### src/hdl/mai_pkg.sv
package mai_pkg;

	// ----------------------------------------------------------------
	// Timing
	// ----------------------------------------------------------------
	localparam int MAI_REF_PERIOD_NS  = 100;
	localparam int MAI_MCLK_MAX_NS    = 1000;
	localparam int MAI_LOSS_MIN_NS    = 2000;
	localparam int MAI_LOSS_MAX_NS    = 10000;
	// Least time rounds up
	localparam int MAI_LOSS_CYC       = (MAI_LOSS_MIN_NS + MAI_REF_PERIOD_NS - 1)
	                                    / MAI_REF_PERIOD_NS;
	localparam int MAI_IDLE_W         = 7;
	localparam int MAI_RATIO_TOL      = 32;
	localparam int MAI_MASTER_DIV     = 2;
	localparam int MAI_MASTER_HALF    = 32;

	// ----------------------------------------------------------------
	// Control word layout
	// ----------------------------------------------------------------
	localparam int MAI_CTL_W          = 16;
	localparam int MAI_ADDR_LSB       = 9;
	localparam int MAI_ADDR_W         = 7;
	localparam int MAI_VOL_W          = 8;
	localparam int MAI_UPDATE_BIT     = 8;
	localparam logic [6:0] MAI_ADDR_IFACE = 7'h08;
	localparam int MAI_FMT_LSB        = 0;
	localparam int MAI_WL_LSB         = 2;
	localparam int MAI_ROLE_BIT       = 4;
	localparam logic [7:0] MAI_VOL_RESET = 8'hff;
	localparam logic [7:0] MAI_VOL_MUTE  = 8'h00;

	// ----------------------------------------------------------------
	// Clock ratios
	// ----------------------------------------------------------------
	localparam int MAI_NUM_RATIOS     = 7;
	localparam logic [10:0] MAI_RATIO [0:6] = '{11'h080, 11'h0c0, 11'h100, 11'h180,
	                                             11'h200, 11'h300, 11'h480};
	localparam logic [2:0] MAI_RATIO_1152 = 3'h6;
	localparam logic [2:0] MAI_RATIO_RESET = 3'h2;

	// ----------------------------------------------------------------
	// Types
	// ----------------------------------------------------------------
	typedef enum logic [1:0] {MAI_FMT_RJ, MAI_FMT_LJ, MAI_FMT_I2S, MAI_FMT_DSP} mai_fmt_t;
	typedef enum logic [1:0] {MAI_WL_16, MAI_WL_20, MAI_WL_24, MAI_WL_32} mai_wl_t;

	typedef struct packed {
		mai_fmt_t fmt;
		mai_wl_t  wl;
		logic     master;
	} mai_iface_t;

	localparam mai_iface_t MAI_IFACE_RESET = '{fmt: MAI_FMT_I2S, wl: MAI_WL_24, master: 1'b0};

	typedef struct packed {
		logic [2:0]  chan;
		logic [7:0]  vol;
		logic [23:0] data;
	} mai_sample_t;

	localparam int MAI_SAMPLE_W = $bits(mai_sample_t);
	localparam int MAI_FIFO_DEPTH = 32;

endpackage : mai_pkg

### src/hdl/mai_audio_input.sv
module mai_audio_input
	import mai_pkg::*;
(
	input  wire logic              ref_clk_in,
	input  wire logic              reset_in,
	input  wire logic              power_on_reset_n_in,
	input  wire logic              mclk_in,
	input  wire logic              bit_clk_in,
	output logic                   bit_clk_out,
	output logic                   bit_clk_oe_n_out,
	input  wire logic              word_clk_in,
	output logic                   word_clk_out,
	output logic                   word_clk_oe_n_out,
	input  wire logic [3:0]        channel_pair_data_inputs_in,
	input  wire logic              control_clock_pin_in,
	input  wire logic              control_data_pin_in,
	input  wire logic              control_latch_pin_in,
	output logic                   sample_valid_out,
	input  wire logic              sample_ready_in,
	output mai_sample_t            sample_out,
	output logic                   power_save_out,
	output logic [2:0]             ratio_out,
	output logic                   clock_role_select_out,
	output logic                   overrun_out
);

	// ----------------------------------------------------------------
	// Pin synchronisers
	// ----------------------------------------------------------------
	localparam int SW = 11;
	logic [SW-1:0] sync1_q;
	logic [SW-1:0] sync2_q;
	logic [SW-1:0] prev_q;

	always_ff @(posedge ref_clk_in) begin
		if (reset_in) begin
			sync1_q <= '0;
			sync2_q <= '0;
			prev_q  <= '0;
		end else begin
			sync1_q <= {power_on_reset_n_in, mclk_in, bit_clk_in, word_clk_in,
			            channel_pair_data_inputs_in, control_clock_pin_in,
			            control_data_pin_in, control_latch_pin_in};
			sync2_q <= sync1_q;
			prev_q  <= sync2_q;
		end
	end

	logic       por_n_s;
	logic       mclk_s;
	logic       bclk_s;
	logic       wclk_s;
	logic [3:0] din_s;
	logic       cclk_s;
	logic       cdat_s;
	logic       clat_s;
	logic       rst;
	assign {por_n_s, mclk_s, bclk_s, wclk_s, din_s, cclk_s, cdat_s, clat_s} = sync2_q;
	assign rst = reset_in || !por_n_s;

	logic mclk_rise;
	assign mclk_rise = mclk_s && !prev_q[9];

	// ----------------------------------------------------------------
	// Control port
	// ----------------------------------------------------------------
	logic [MAI_CTL_W-1:0]  ctl_sh_q;
	logic                  ctl_commit;
	logic [MAI_ADDR_W-1:0] ctl_addr;
	logic [8:0]            ctl_data;

	// Pins pass the synchronisers before any use, so writes need no audio timing
	always_ff @(posedge ref_clk_in) begin
		if (rst) begin
			ctl_sh_q <= '0;
		end else if (cclk_s && !prev_q[2]) begin
			ctl_sh_q <= {ctl_sh_q[MAI_CTL_W-2:0], cdat_s};
		end
	end

	assign ctl_commit = !rst && clat_s && !prev_q[0];
	assign ctl_addr   = ctl_sh_q[MAI_ADDR_LSB +: MAI_ADDR_W];
	assign ctl_data   = ctl_sh_q[8:0];

	mai_iface_t iface_q;

	always_ff @(posedge ref_clk_in) begin
		if (rst) begin
			iface_q <= MAI_IFACE_RESET;
		end else if (ctl_commit && ctl_addr == MAI_ADDR_IFACE) begin
			iface_q.fmt    <= mai_fmt_t'(ctl_data[MAI_FMT_LSB +: 2]);
			iface_q.wl     <= mai_wl_t'(ctl_data[MAI_WL_LSB +: 2]);
			iface_q.master <= ctl_data[MAI_ROLE_BIT];
		end
	end
	assign clock_role_select_out = iface_q.master;

	// ----------------------------------------------------------------
	// Clock loss detection
	// ----------------------------------------------------------------
	logic [MAI_IDLE_W-1:0] idle_q;
	logic                  psave_q;

	// Counted on the reference clock so a dead master clock is still seen
	always_ff @(posedge ref_clk_in) begin
		if (rst || mclk_rise) begin
			idle_q <= '0;
		end else if (idle_q != MAI_IDLE_W'(MAI_LOSS_CYC)) begin
			idle_q <= idle_q + 1'b1;
		end
	end

	always_ff @(posedge ref_clk_in) begin
		if (rst) begin
			psave_q <= 1'b0;
		end else if (mclk_rise) begin
			psave_q <= 1'b0;
		end else if (idle_q == MAI_IDLE_W'(MAI_LOSS_CYC - 1)) begin
			psave_q <= 1'b1;
		end
	end
	assign power_save_out = psave_q;

	logic audio_rst;
	assign audio_rst = rst || psave_q;

	psave_enter_a: assert property (@(posedge ref_clk_in) disable iff (rst)
		idle_q == MAI_IDLE_W'(MAI_LOSS_CYC - 1) && !mclk_rise |=> psave_q)
		else $error("clock loss not flagged");
	psave_exit_a: assert property (@(posedge ref_clk_in) disable iff (rst)
		psave_q && mclk_rise |=> !psave_q ##0 idle_q == '0)
		else $error("power save not left on clock restart");

	// ----------------------------------------------------------------
	// Ratio detection and master clock generation
	// ----------------------------------------------------------------
	function automatic logic [2:0] ratio_code(input logic [11:0] cnt);
		logic [2:0] code;
		code = MAI_RATIO_1152;
		for (int i = 0; i < MAI_NUM_RATIOS; i++) begin
			if ({1'b0, cnt} + 13'(MAI_RATIO_TOL) >= {2'b0, MAI_RATIO[i]} &&
			    {1'b0, cnt} <= {2'b0, MAI_RATIO[i]} + 13'(MAI_RATIO_TOL)) begin
				code = 3'(i);
			end
		end
		return code;
	endfunction : ratio_code

	logic [11:0] mcnt_q;
	logic [2:0]  ratio_q;
	logic        ratio_evt;
	assign ratio_evt = !iface_q.master && wclk_s && !prev_q[7];

	// Works at any frame rate, only the count per frame matters
	always_ff @(posedge ref_clk_in) begin
		if (audio_rst) begin
			mcnt_q  <= '0;
			ratio_q <= MAI_RATIO_RESET;
		end else if (ratio_evt) begin
			mcnt_q  <= {11'h000, mclk_rise};
			ratio_q <= ratio_code(mcnt_q);
		end else if (mclk_rise && mcnt_q != 12'hfff) begin
			mcnt_q <= mcnt_q + 1'b1;
		end
	end
	assign ratio_out = ratio_q;

	ratio_fallback_a: assert property (@(posedge ref_clk_in) disable iff (audio_rst)
		ratio_evt && (mcnt_q > 12'(MAI_RATIO[6]) + 12'(MAI_RATIO_TOL))
		|=> ratio_q == MAI_RATIO_1152)
		else $error("out of range ratio did not fall back");

	// Master: fixed 256fs, bit clock is master clock over four
	logic [1:0] mdiv_q;
	logic [4:0] mhalf_q;
	logic       bclk_m_q;
	logic       wclk_m_q;
	logic       m_tick;
	assign m_tick = mclk_rise && mdiv_q == 2'(MAI_MASTER_DIV - 1);

	always_ff @(posedge ref_clk_in) begin
		if (audio_rst || !iface_q.master) begin
			mdiv_q   <= '0;
			mhalf_q  <= '0;
			bclk_m_q <= 1'b0;
			wclk_m_q <= 1'b0;
		end else if (mclk_rise) begin
			mdiv_q <= m_tick ? 2'h0 : mdiv_q + 1'b1;
			if (m_tick) begin
				bclk_m_q <= !bclk_m_q;
				if (bclk_m_q) begin
					mhalf_q <= mhalf_q + 1'b1;
					if (mhalf_q == 5'(MAI_MASTER_HALF - 1)) begin
						wclk_m_q <= !wclk_m_q;
					end
				end
			end
		end
	end

	assign bit_clk_out       = bclk_m_q;
	assign word_clk_out      = wclk_m_q;
	assign bit_clk_oe_n_out  = !iface_q.master;
	assign word_clk_oe_n_out = !iface_q.master;

	role_pins_a: assert property (@(posedge ref_clk_in) disable iff (rst)
		bit_clk_oe_n_out == word_clk_oe_n_out && bit_clk_oe_n_out != iface_q.master)
		else $error("clock pin direction disagrees with role");
	word_edge_a: assert property (@(posedge ref_clk_in) disable iff (audio_rst)
		iface_q.master && $changed(wclk_m_q) |-> $fell(bclk_m_q))
		else $error("master word clock moved off falling bit clock");

	// ----------------------------------------------------------------
	// Serial receiver
	// ----------------------------------------------------------------
	function automatic logic [5:0] wl_bits(input mai_wl_t wl);
		case (wl)
			MAI_WL_16: return 6'd16;
			MAI_WL_20: return 6'd20;
			MAI_WL_24: return 6'd24;
			default:   return 6'd32;
		endcase
	endfunction : wl_bits

	function automatic logic [23:0] align(input logic [31:0] sh, input mai_wl_t wl);
		case (wl)
			MAI_WL_16: return {sh[15:0], 8'h00};
			MAI_WL_20: return {sh[19:0], 4'h0};
			MAI_WL_24: return sh[23:0];
			default:   return sh[31:8];
		endcase
	endfunction : align

	logic        bit_rise;
	logic        word_lvl;
	logic        word_prev_q;
	logic        frame_start;
	logic [6:0]  bitcnt_q;
	logic [6:0]  pos;
	logic [6:0]  off;
	logic [6:0]  wl7;
	logic [31:0] sh_q [4];
	logic        cap;
	logic        cap_right;
	logic        cap_old;

	assign bit_rise = iface_q.master ? (m_tick && !bclk_m_q) : (bclk_s && !prev_q[9 - 1]);
	assign word_lvl = iface_q.master ? wclk_m_q : wclk_s;
	assign frame_start = (iface_q.fmt == MAI_FMT_DSP) ? (word_lvl && !word_prev_q)
	                                                  : (word_lvl != word_prev_q);
	assign pos = frame_start ? 7'h00 : bitcnt_q;
	assign off = (iface_q.fmt == MAI_FMT_I2S || iface_q.fmt == MAI_FMT_DSP) ? 7'h01 : 7'h00;
	assign wl7 = {1'b0, wl_bits(iface_q.wl)};

	// Right-justified takes the word already shifted when the word clock turns
	always_comb begin
		cap       = 1'b0;
		cap_right = 1'b0;
		cap_old   = 1'b0;
		case (iface_q.fmt)
			MAI_FMT_RJ: begin
				cap       = frame_start;
				cap_right = !word_prev_q;
				cap_old   = 1'b1;
			end
			MAI_FMT_DSP: begin
				cap       = (pos == off + wl7 - 7'h01) || (pos == off + wl7 + wl7 - 7'h01);
				cap_right = (pos != off + wl7 - 7'h01);
			end
			MAI_FMT_I2S: begin
				cap       = (pos == off + wl7 - 7'h01);
				cap_right = word_lvl;
			end
			default: begin
				cap       = (pos == off + wl7 - 7'h01);
				cap_right = !word_lvl;
			end
		endcase
	end

	always_ff @(posedge ref_clk_in) begin
		if (audio_rst) begin
			word_prev_q <= 1'b0;
			bitcnt_q    <= '0;
		end else if (bit_rise) begin
			word_prev_q <= word_lvl;
			bitcnt_q    <= (pos == 7'h7f) ? pos : pos + 7'h01;
		end
	end

	// One shift register per stereo pair, common clocks for all four
	always_ff @(posedge ref_clk_in) begin
		if (audio_rst) begin
			for (int p = 0; p < 4; p++) sh_q[p] <= '0;
		end else if (bit_rise) begin
			for (int p = 0; p < 4; p++) sh_q[p] <= {sh_q[p][30:0], din_s[p]};
		end
	end

	// ----------------------------------------------------------------
	// Hand-off to the FIFO, volume and zero cross
	// ----------------------------------------------------------------
	logic [23:0]          hold_q [4];
	logic                 hold_right_q;
	logic [2:0]           emit_q;
	logic                 emit_fire;
	logic                 fifo_ready;
	logic [1:0]           emit_pair;
	logic [2:0]           emit_chan;
	logic [23:0]          emit_data;
	logic                 overrun_q;
	logic [MAI_VOL_W-1:0] pend_vol_q [8];
	logic [MAI_VOL_W-1:0] vol_q [8];
	logic [7:0]           upd_q;
	logic [7:0]           sign_q;
	logic                 zc;
	mai_sample_t          fifo_word;

	assign emit_pair = 2'(3'h4 - emit_q);
	assign emit_chan = {emit_pair, hold_right_q};
	assign emit_data = hold_q[emit_pair];
	assign emit_fire = emit_q != 3'h0 && fifo_ready;
	assign zc        = emit_data == 24'h000000 || emit_data[23] != sign_q[emit_chan];
	assign fifo_word = '{chan: emit_chan, vol: vol_q[emit_chan], data: emit_data};

	always_ff @(posedge ref_clk_in) begin
		if (audio_rst) begin
			emit_q       <= '0;
			hold_right_q <= 1'b0;
			for (int p = 0; p < 4; p++) hold_q[p] <= '0;
		end else if (bit_rise && cap && emit_q == 3'h0) begin
			emit_q       <= 3'h4;
			hold_right_q <= cap_right;
			for (int p = 0; p < 4; p++) begin
				hold_q[p] <= align(cap_old ? sh_q[p] : {sh_q[p][30:0], din_s[p]}, iface_q.wl);
			end
		end else if (emit_fire) begin
			emit_q <= emit_q - 1'b1;
		end
	end

	// A full FIFO stalls the hand-off; a frame that cannot be taken is lost
	always_ff @(posedge ref_clk_in) begin
		if (rst) begin
			overrun_q <= 1'b0;
		end else if (bit_rise && cap && emit_q != 3'h0) begin
			overrun_q <= 1'b1;
		end
	end
	assign overrun_out = overrun_q;

	// Stored settings survive power-save, only reset clears them
	always_ff @(posedge ref_clk_in) begin
		if (rst) begin
			for (int c = 0; c < 8; c++) pend_vol_q[c] <= MAI_VOL_RESET;
		end else if (ctl_commit && ctl_addr < 7'h08) begin
			pend_vol_q[ctl_addr[2:0]] <= ctl_data[MAI_VOL_W-1:0];
		end
	end

	// Power-save mutes the applied gain until software asks for an update
	always_ff @(posedge ref_clk_in) begin
		if (audio_rst) begin
			for (int c = 0; c < 8; c++) vol_q[c] <= rst ? MAI_VOL_RESET : MAI_VOL_MUTE;
			sign_q <= '0;
		end else if (emit_fire) begin
			sign_q[emit_chan] <= emit_data[23];
			if (upd_q[emit_chan] && zc) begin
				vol_q[emit_chan] <= pend_vol_q[emit_chan];
			end
		end
	end

	always_ff @(posedge ref_clk_in) begin
		if (rst) begin
			upd_q <= '0;
		end else begin
			if (emit_fire && zc) begin
				upd_q[emit_chan] <= 1'b0;
			end
			// Update request beats a clear in the same cycle
			if (ctl_commit && ctl_addr < 7'h08 && ctl_data[MAI_UPDATE_BIT]) begin
				upd_q <= 8'hff;
			end
		end
	end

	zero_cross_a: assert property (@(posedge ref_clk_in) disable iff (audio_rst)
		emit_fire && emit_chan == 3'h4 && upd_q[4] && zc |=> vol_q[4] == $past(pend_vol_q[4]))
		else $error("volume not applied at zero cross");
	hold_gain_a: assert property (@(posedge ref_clk_in) disable iff (audio_rst)
		!upd_q[1] && !$past(upd_q[1]) |-> $stable(vol_q[1]))
		else $error("volume moved without update request");
	psave_write_a: assert property (@(posedge ref_clk_in) disable iff (rst)
		psave_q && ctl_commit && ctl_addr == 7'h00 |=> pend_vol_q[0] == $past(ctl_sh_q[7:0]))
		else $error("write lost during power save");
	por_default_a: assert property (@(posedge ref_clk_in)
		!reset_in && !por_n_s |=> pend_vol_q[0] == MAI_VOL_RESET && !iface_q.master)
		else $error("write accepted during power-on reset");

	mai_fifo #(
		.WIDTH(MAI_SAMPLE_W),
		.DEPTH(MAI_FIFO_DEPTH)
	) u_fifo (
		.ref_clk_in   (ref_clk_in),
		.reset_in     (audio_rst),
		.in_valid_in  (emit_q != 3'h0),
		.in_ready_out (fifo_ready),
		.in_data_in   (fifo_word),
		.out_valid_out(sample_valid_out),
		.out_ready_in (sample_ready_in),
		.out_data_out (sample_out)
	);

endmodule : mai_audio_input

### src/hdl/mai_fifo.sv
module mai_fifo #(
	parameter int WIDTH = 35,
	parameter int DEPTH = 32
) (
	input  wire logic             ref_clk_in,
	input  wire logic             reset_in,
	input  wire logic             in_valid_in,
	output logic                  in_ready_out,
	input  wire logic [WIDTH-1:0] in_data_in,
	output logic                  out_valid_out,
	input  wire logic             out_ready_in,
	output logic [WIDTH-1:0]      out_data_out
);
	localparam int AW = $clog2(DEPTH);

	logic [WIDTH-1:0] mem_q [DEPTH];
	logic [AW:0]      wr_q;
	logic [AW:0]      rd_q;
	logic             full;
	logic             empty;

	assign empty         = (wr_q == rd_q);
	assign full          = (wr_q[AW] != rd_q[AW]) && (wr_q[AW-1:0] == rd_q[AW-1:0]);
	assign in_ready_out  = !full;
	assign out_valid_out = !empty;
	assign out_data_out  = mem_q[rd_q[AW-1:0]];

	always_ff @(posedge ref_clk_in) begin
		if (in_valid_in && !full) begin
			mem_q[wr_q[AW-1:0]] <= in_data_in;
		end
	end

	always_ff @(posedge ref_clk_in) begin
		if (reset_in) begin
			wr_q <= '0;
		end else if (in_valid_in && !full) begin
			wr_q <= wr_q + 1'b1;
		end
	end

	always_ff @(posedge ref_clk_in) begin
		if (reset_in) begin
			rd_q <= '0;
		end else if (out_ready_in && !empty) begin
			rd_q <= rd_q + 1'b1;
		end
	end

	fifo_hold_a: assert property (@(posedge ref_clk_in) disable iff (reset_in)
		out_valid_out && !out_ready_in |=> out_valid_out && $stable(out_data_out))
		else $error("fifo head changed while stalled");

endmodule : mai_fifo

### config.mk
export PLATFORM = sky130hd
export DESIGN_NAME = mai_audio_input
export DESIGN_NICKNAME = d
export VERILOG_FILES = /design/src/hdl/mai_pkg.sv /design/src/hdl/mai_audio_input.sv /design/src/hdl/mai_fifo.sv
export SDC_FILE = /design/constraint.sdc
export NUM_CORES = 2
export LEC_CHECK = 0
export BUFFER_PORTS_ARGS = -buffer_cell sky130_fd_sc_hd__buf_2
export CORE_MARGIN = 2
export CORE_UTILIZATION = 33
export CTS_BUF_LIST = sky130_fd_sc_hd__clkbuf_8
export DETAILED_ROUTE_END_ITERATION = 10
export PLACE_DENSITY_LB_ADDON = 0.15
export SYNTH_ARGS = -nofsm -noshare
export SYNTH_HDL_FRONTEND = slang
export SYNTH_SLANG_ARGS = --single-unit
### constraint.sdc
create_clock -name ref_clk_in -period 5.95 [get_ports ref_clk_in]
set_input_delay 0.8925 -clock ref_clk_in [delete_from_list [all_inputs] [get_ports ref_clk_in]]
set_output_delay 0.8925 -clock ref_clk_in [all_outputs]
set_load 0.02 [all_outputs]
==> run_results.csv <==
group,metric,value,unit
setup_path,endpoint_kind,"flip-flop",
power_and_ir_drop,switching_share,0.215,
finish,areaGrowthSynthToFinish,13.6,%
timing,finalHoldViolations,0,
timing,slew_viol_final,0,
synthesis,synth_top_area_cell,"edfxtp_1",
clock_network,htreeDepth,5,
timing,rsz0062_at_grt,"false",
placed_design,place_congestion,0.784,
setup_path,worstSetupPathType,"flip-flop to flip-flop",
floorplanning,die-width,453,microns
placed_design,dpl.hpwl,100000,microns
timing,timing.hold.ws,122,ps
run_status,status,"complete, no violations",
synthesis,synth_ff_type,"edfxtp_1",
timing,period_share,0.863,
timing,clock_skew,84.6,ps
finish,fin_nets,3918,
synthesis,yosysUniqueCellTypes,71,
finish,fill_cells,18500,
floorplanning,rows,164,
placed_design,dpl-instance-area,70400,sq um
setup_path,slowest_delay,690,ps
job,max_cap_viol_count,0,
grt,grt_overflow,0,
grt,grt_usage,0.169,
timing,setup_viol,0,
floorplanning,coreArea,200000,sq um
route,vias_per_cell,5.15,
synthesis,ys_seq_area_frac,0.703,
clock_network,cts.clk_slew.worst_paths,60,ps
synthesis,syn_inst,3677,
route,drtIter0Drc,3323,
power_and_ir_drop,p_clk_frac,0.431,
floorplanning,die_h,453,microns
grt,grt_pass1_vias,35900,
finish,final_util,0.378,
worst_hold_path,min-delay-path-class,"input port to flip-flop",
synthesis,synth_commonest_cells,"edfxtp_1 (1,472), mux4_2 (404), nor2_1 (282)",
clock_network,postCtsSetupBuffers,0,
synthesis,ys_seq_elements,1598,
timing,fmax,195,MHz
synthesis,synth_top_area_share,0.665,
setup_path,cp-start-kind,"flip-flop",
power_and_ir_drop,power.density,291,nW/um^2
clock_network,clkLatencyLatePin,1030,ps
timing,tightest_slew,1130,ps
route,wl_per_cell,25.8,microns
finish,final_area,75500,sq um
clock_network,cts_buffer_depth,4,
synthesis,synth-edff-count,1472,
setup_path,cp_cell_sequence,"inv_1, ha_4, mux4_2, nor4_1, nand4_1, o21ai_1, and2_4, nand3_4, buf_4, o21ai_0, buf_4",
clock_network,numCtsBuffers,300,
setup_path,worstPathRequired,6630,ps
grt,antenna_found_initial,4,
route,dr.pass1.iters,9,
route,route.final.wire_length,174000,microns
floorplanning,pin_count,60,
finish,drive_gt1_frac,0.292,
clock_network,root_buffer,"clkbuf_8",
synthesis,synth_most_common_cell,"edfxtp_1",
power_and_ir_drop,internal_power,17.2,mW
route,drc,0,
floorplanning,initial_core_util,0.332,
synthesis,synthArstFlopShare,0,
grt,grt_first_pass_wirelength,253000,microns
route,route.vias.total,34700,
synthesis,syn-cell-area,66500,sq um
timing,fin_crit,5130,ps
floorplanning,dieArea,205000,sq um
placed_design,portBuffers,59,
clock_network,clock-sinks,1598,
timing,slew_headroom,0.247,
clock_network,cts_tree,"built",
setup_path,cp_max_fo,40,
synthesis,avgSynthCellArea,18.1,sq um
power_and_ir_drop,power_leakage,26.4,nW
route,ant_nets,0,
power_and_ir_drop,power.share.sequential,0.558,
setup_path,cpMaxStageDelayCell,"nor4_1",
power_and_ir_drop,vdd_ir_drop_max,0.000191,V
power_and_ir_drop,switchingPower,4.73,mW
synthesis,ys_warn_count,0,
setup_path,path_common_cell,"buf_4",
synthesis,synthesis.nets,3723,
grt,grt_max_degree,129,
setup_path,arrival,5820,ps
synthesis,synthTopCellsByArea,"edfxtp_1 (67%), mux4_2 (14%), dfxtp_1 (3.8%)",
power_and_ir_drop,power_frac_comb,0.011,
## path summary, 6_finish.rpt
kind                            slack (ps)                 from  cells past startpoint          end
worst min register to register         430           sync1_q[2]                      1   sync2_q[2]
worst max register to register         820            emit_q[0]                     11  vol_q[0][4]
worst max-delay path                   820            emit_q[0]                     11  vol_q[0][4]
worst min-delay path                   120  power_on_reset_n_in                      2  sync1_q[10]
## logic make-up after synthesis
logic type | count (synthesis) | synth area share
AND/OR/NAND/NOR | 733 | 0.0555
flip-flops | 1598 | 0.703
XOR/XNOR | 45 | 0.00614
multiplexers | 612 | 0.173
adder cells (fa/ha/maj) | 32 | 0.00602
buffers and inverters | 301 | 0.0184
AO/OA/AOI/OAI | 356 | 0.0380
## repair_timing
item | 4_1_cts | 5_1_grt
resized for setup | 0 | 0
hold buffers | 2 | 0
endpoints found under the hold margin | 2 | 0
## routing by layer
metal	up-vias	wire (microns)	track usage
li1	15400	-	-
met1	18200	76800	0.228
met2	877	85800	0.278
met3	241	7370	0.0300
met4	0	3810	0.0488
met5	-	0	0
## layout by cell type (no fill, tap or decap), drive strengths merged, types with 13 or more instances in the layout
cell,synthesis,routed
edfxtp,1472,1472
mux4,410,410
clkbuf,212,310
nor2,282,282
mux2,172,172
buf,65,168
and3,137,137
dfxtp,126,126
a21oi,121,121
inv,24,119
nand2,91,91
clkinv,0,87
o31ai,64,64
a222oi,64,64
nand2b,47,47
or2,35,35
nor2b,34,34
a22oi,33,33
ha,32,32
mux2i,30,30
xor2,27,27
nand3,24,24
o21ai,23,23
xnor2,17,17
nor3,14,14
nand4,13,13
## layout make-up
type                       instances  area, sq um  area share
clock buffer                     310         4270      0.0565
timing repair buffer             170         1330      0.0177
clock inverter                   195          895      0.0118
antenna                            2         5.00   0.0000663
multi-input combinational       1778        18900       0.250
tap                             2656         3320      0.0440
inverter                          24         90.1     0.00119
sequential                      1598        46800       0.619
## registers in the layout, summed over array words and instances (netlist names), 3 cells and up, named ones only
| name | count |
|---|---|
| mcnt_q | 12 |
| sync1_q | 11 |
| sh_q | 128 |
| sign_q | 8 |
| u_fifo.wr_q | 6 |
| vol_q | 64 |
| bitcnt_q | 7 |
| pend_vol_q | 64 |
| emit_q | 3 |
| u_fifo.mem_q | 1120 |
| mhalf_q | 5 |
| sync2_q | 11 |
| u_fifo.rd_q | 6 |
| upd_q | 8 |
| ctl_sh_q | 16 |
| iface_q | 4 |
| prev_q | 5 |
| ratio_out | 3 |
| hold_q | 96 |
| idle_q | 7 |
## power groups by stage
stage                     registers (mW)  logic (mW)  clock network (mW)
final                               12.3       0.241                9.48
after global routing                12.2       0.266                10.3
after floorplan                     12.5       0.153                   0
after detailed placement            12.5       0.243                   0
after global placement              12.5       0.242                   0
after CTS                           12.2       0.245                9.83
## per-stage QoR
step                      total power, mW  setup WS [ps]  setup TNS [ps]  cells
final                                22.0            815               0   6733
after global routing                 22.8            553               0   6732
after CTS                            22.3            677               0   6731
after detailed placement             12.7            711               0   6224
after global placement               12.7            665               0   6224
after floorplan                      12.6           -101           -5630   3677
## critical path: cells and delay by family (launching register included)
kind,cells,cell delay [ps]
AOI/OAI and AO/OA,2,590
adders and majority gates,1,540
buffers and inverters,3,870
DFF,1,650
muxes,1,670
and+or+nand+nor,4,1490
(Power assumes the default switching activity.)
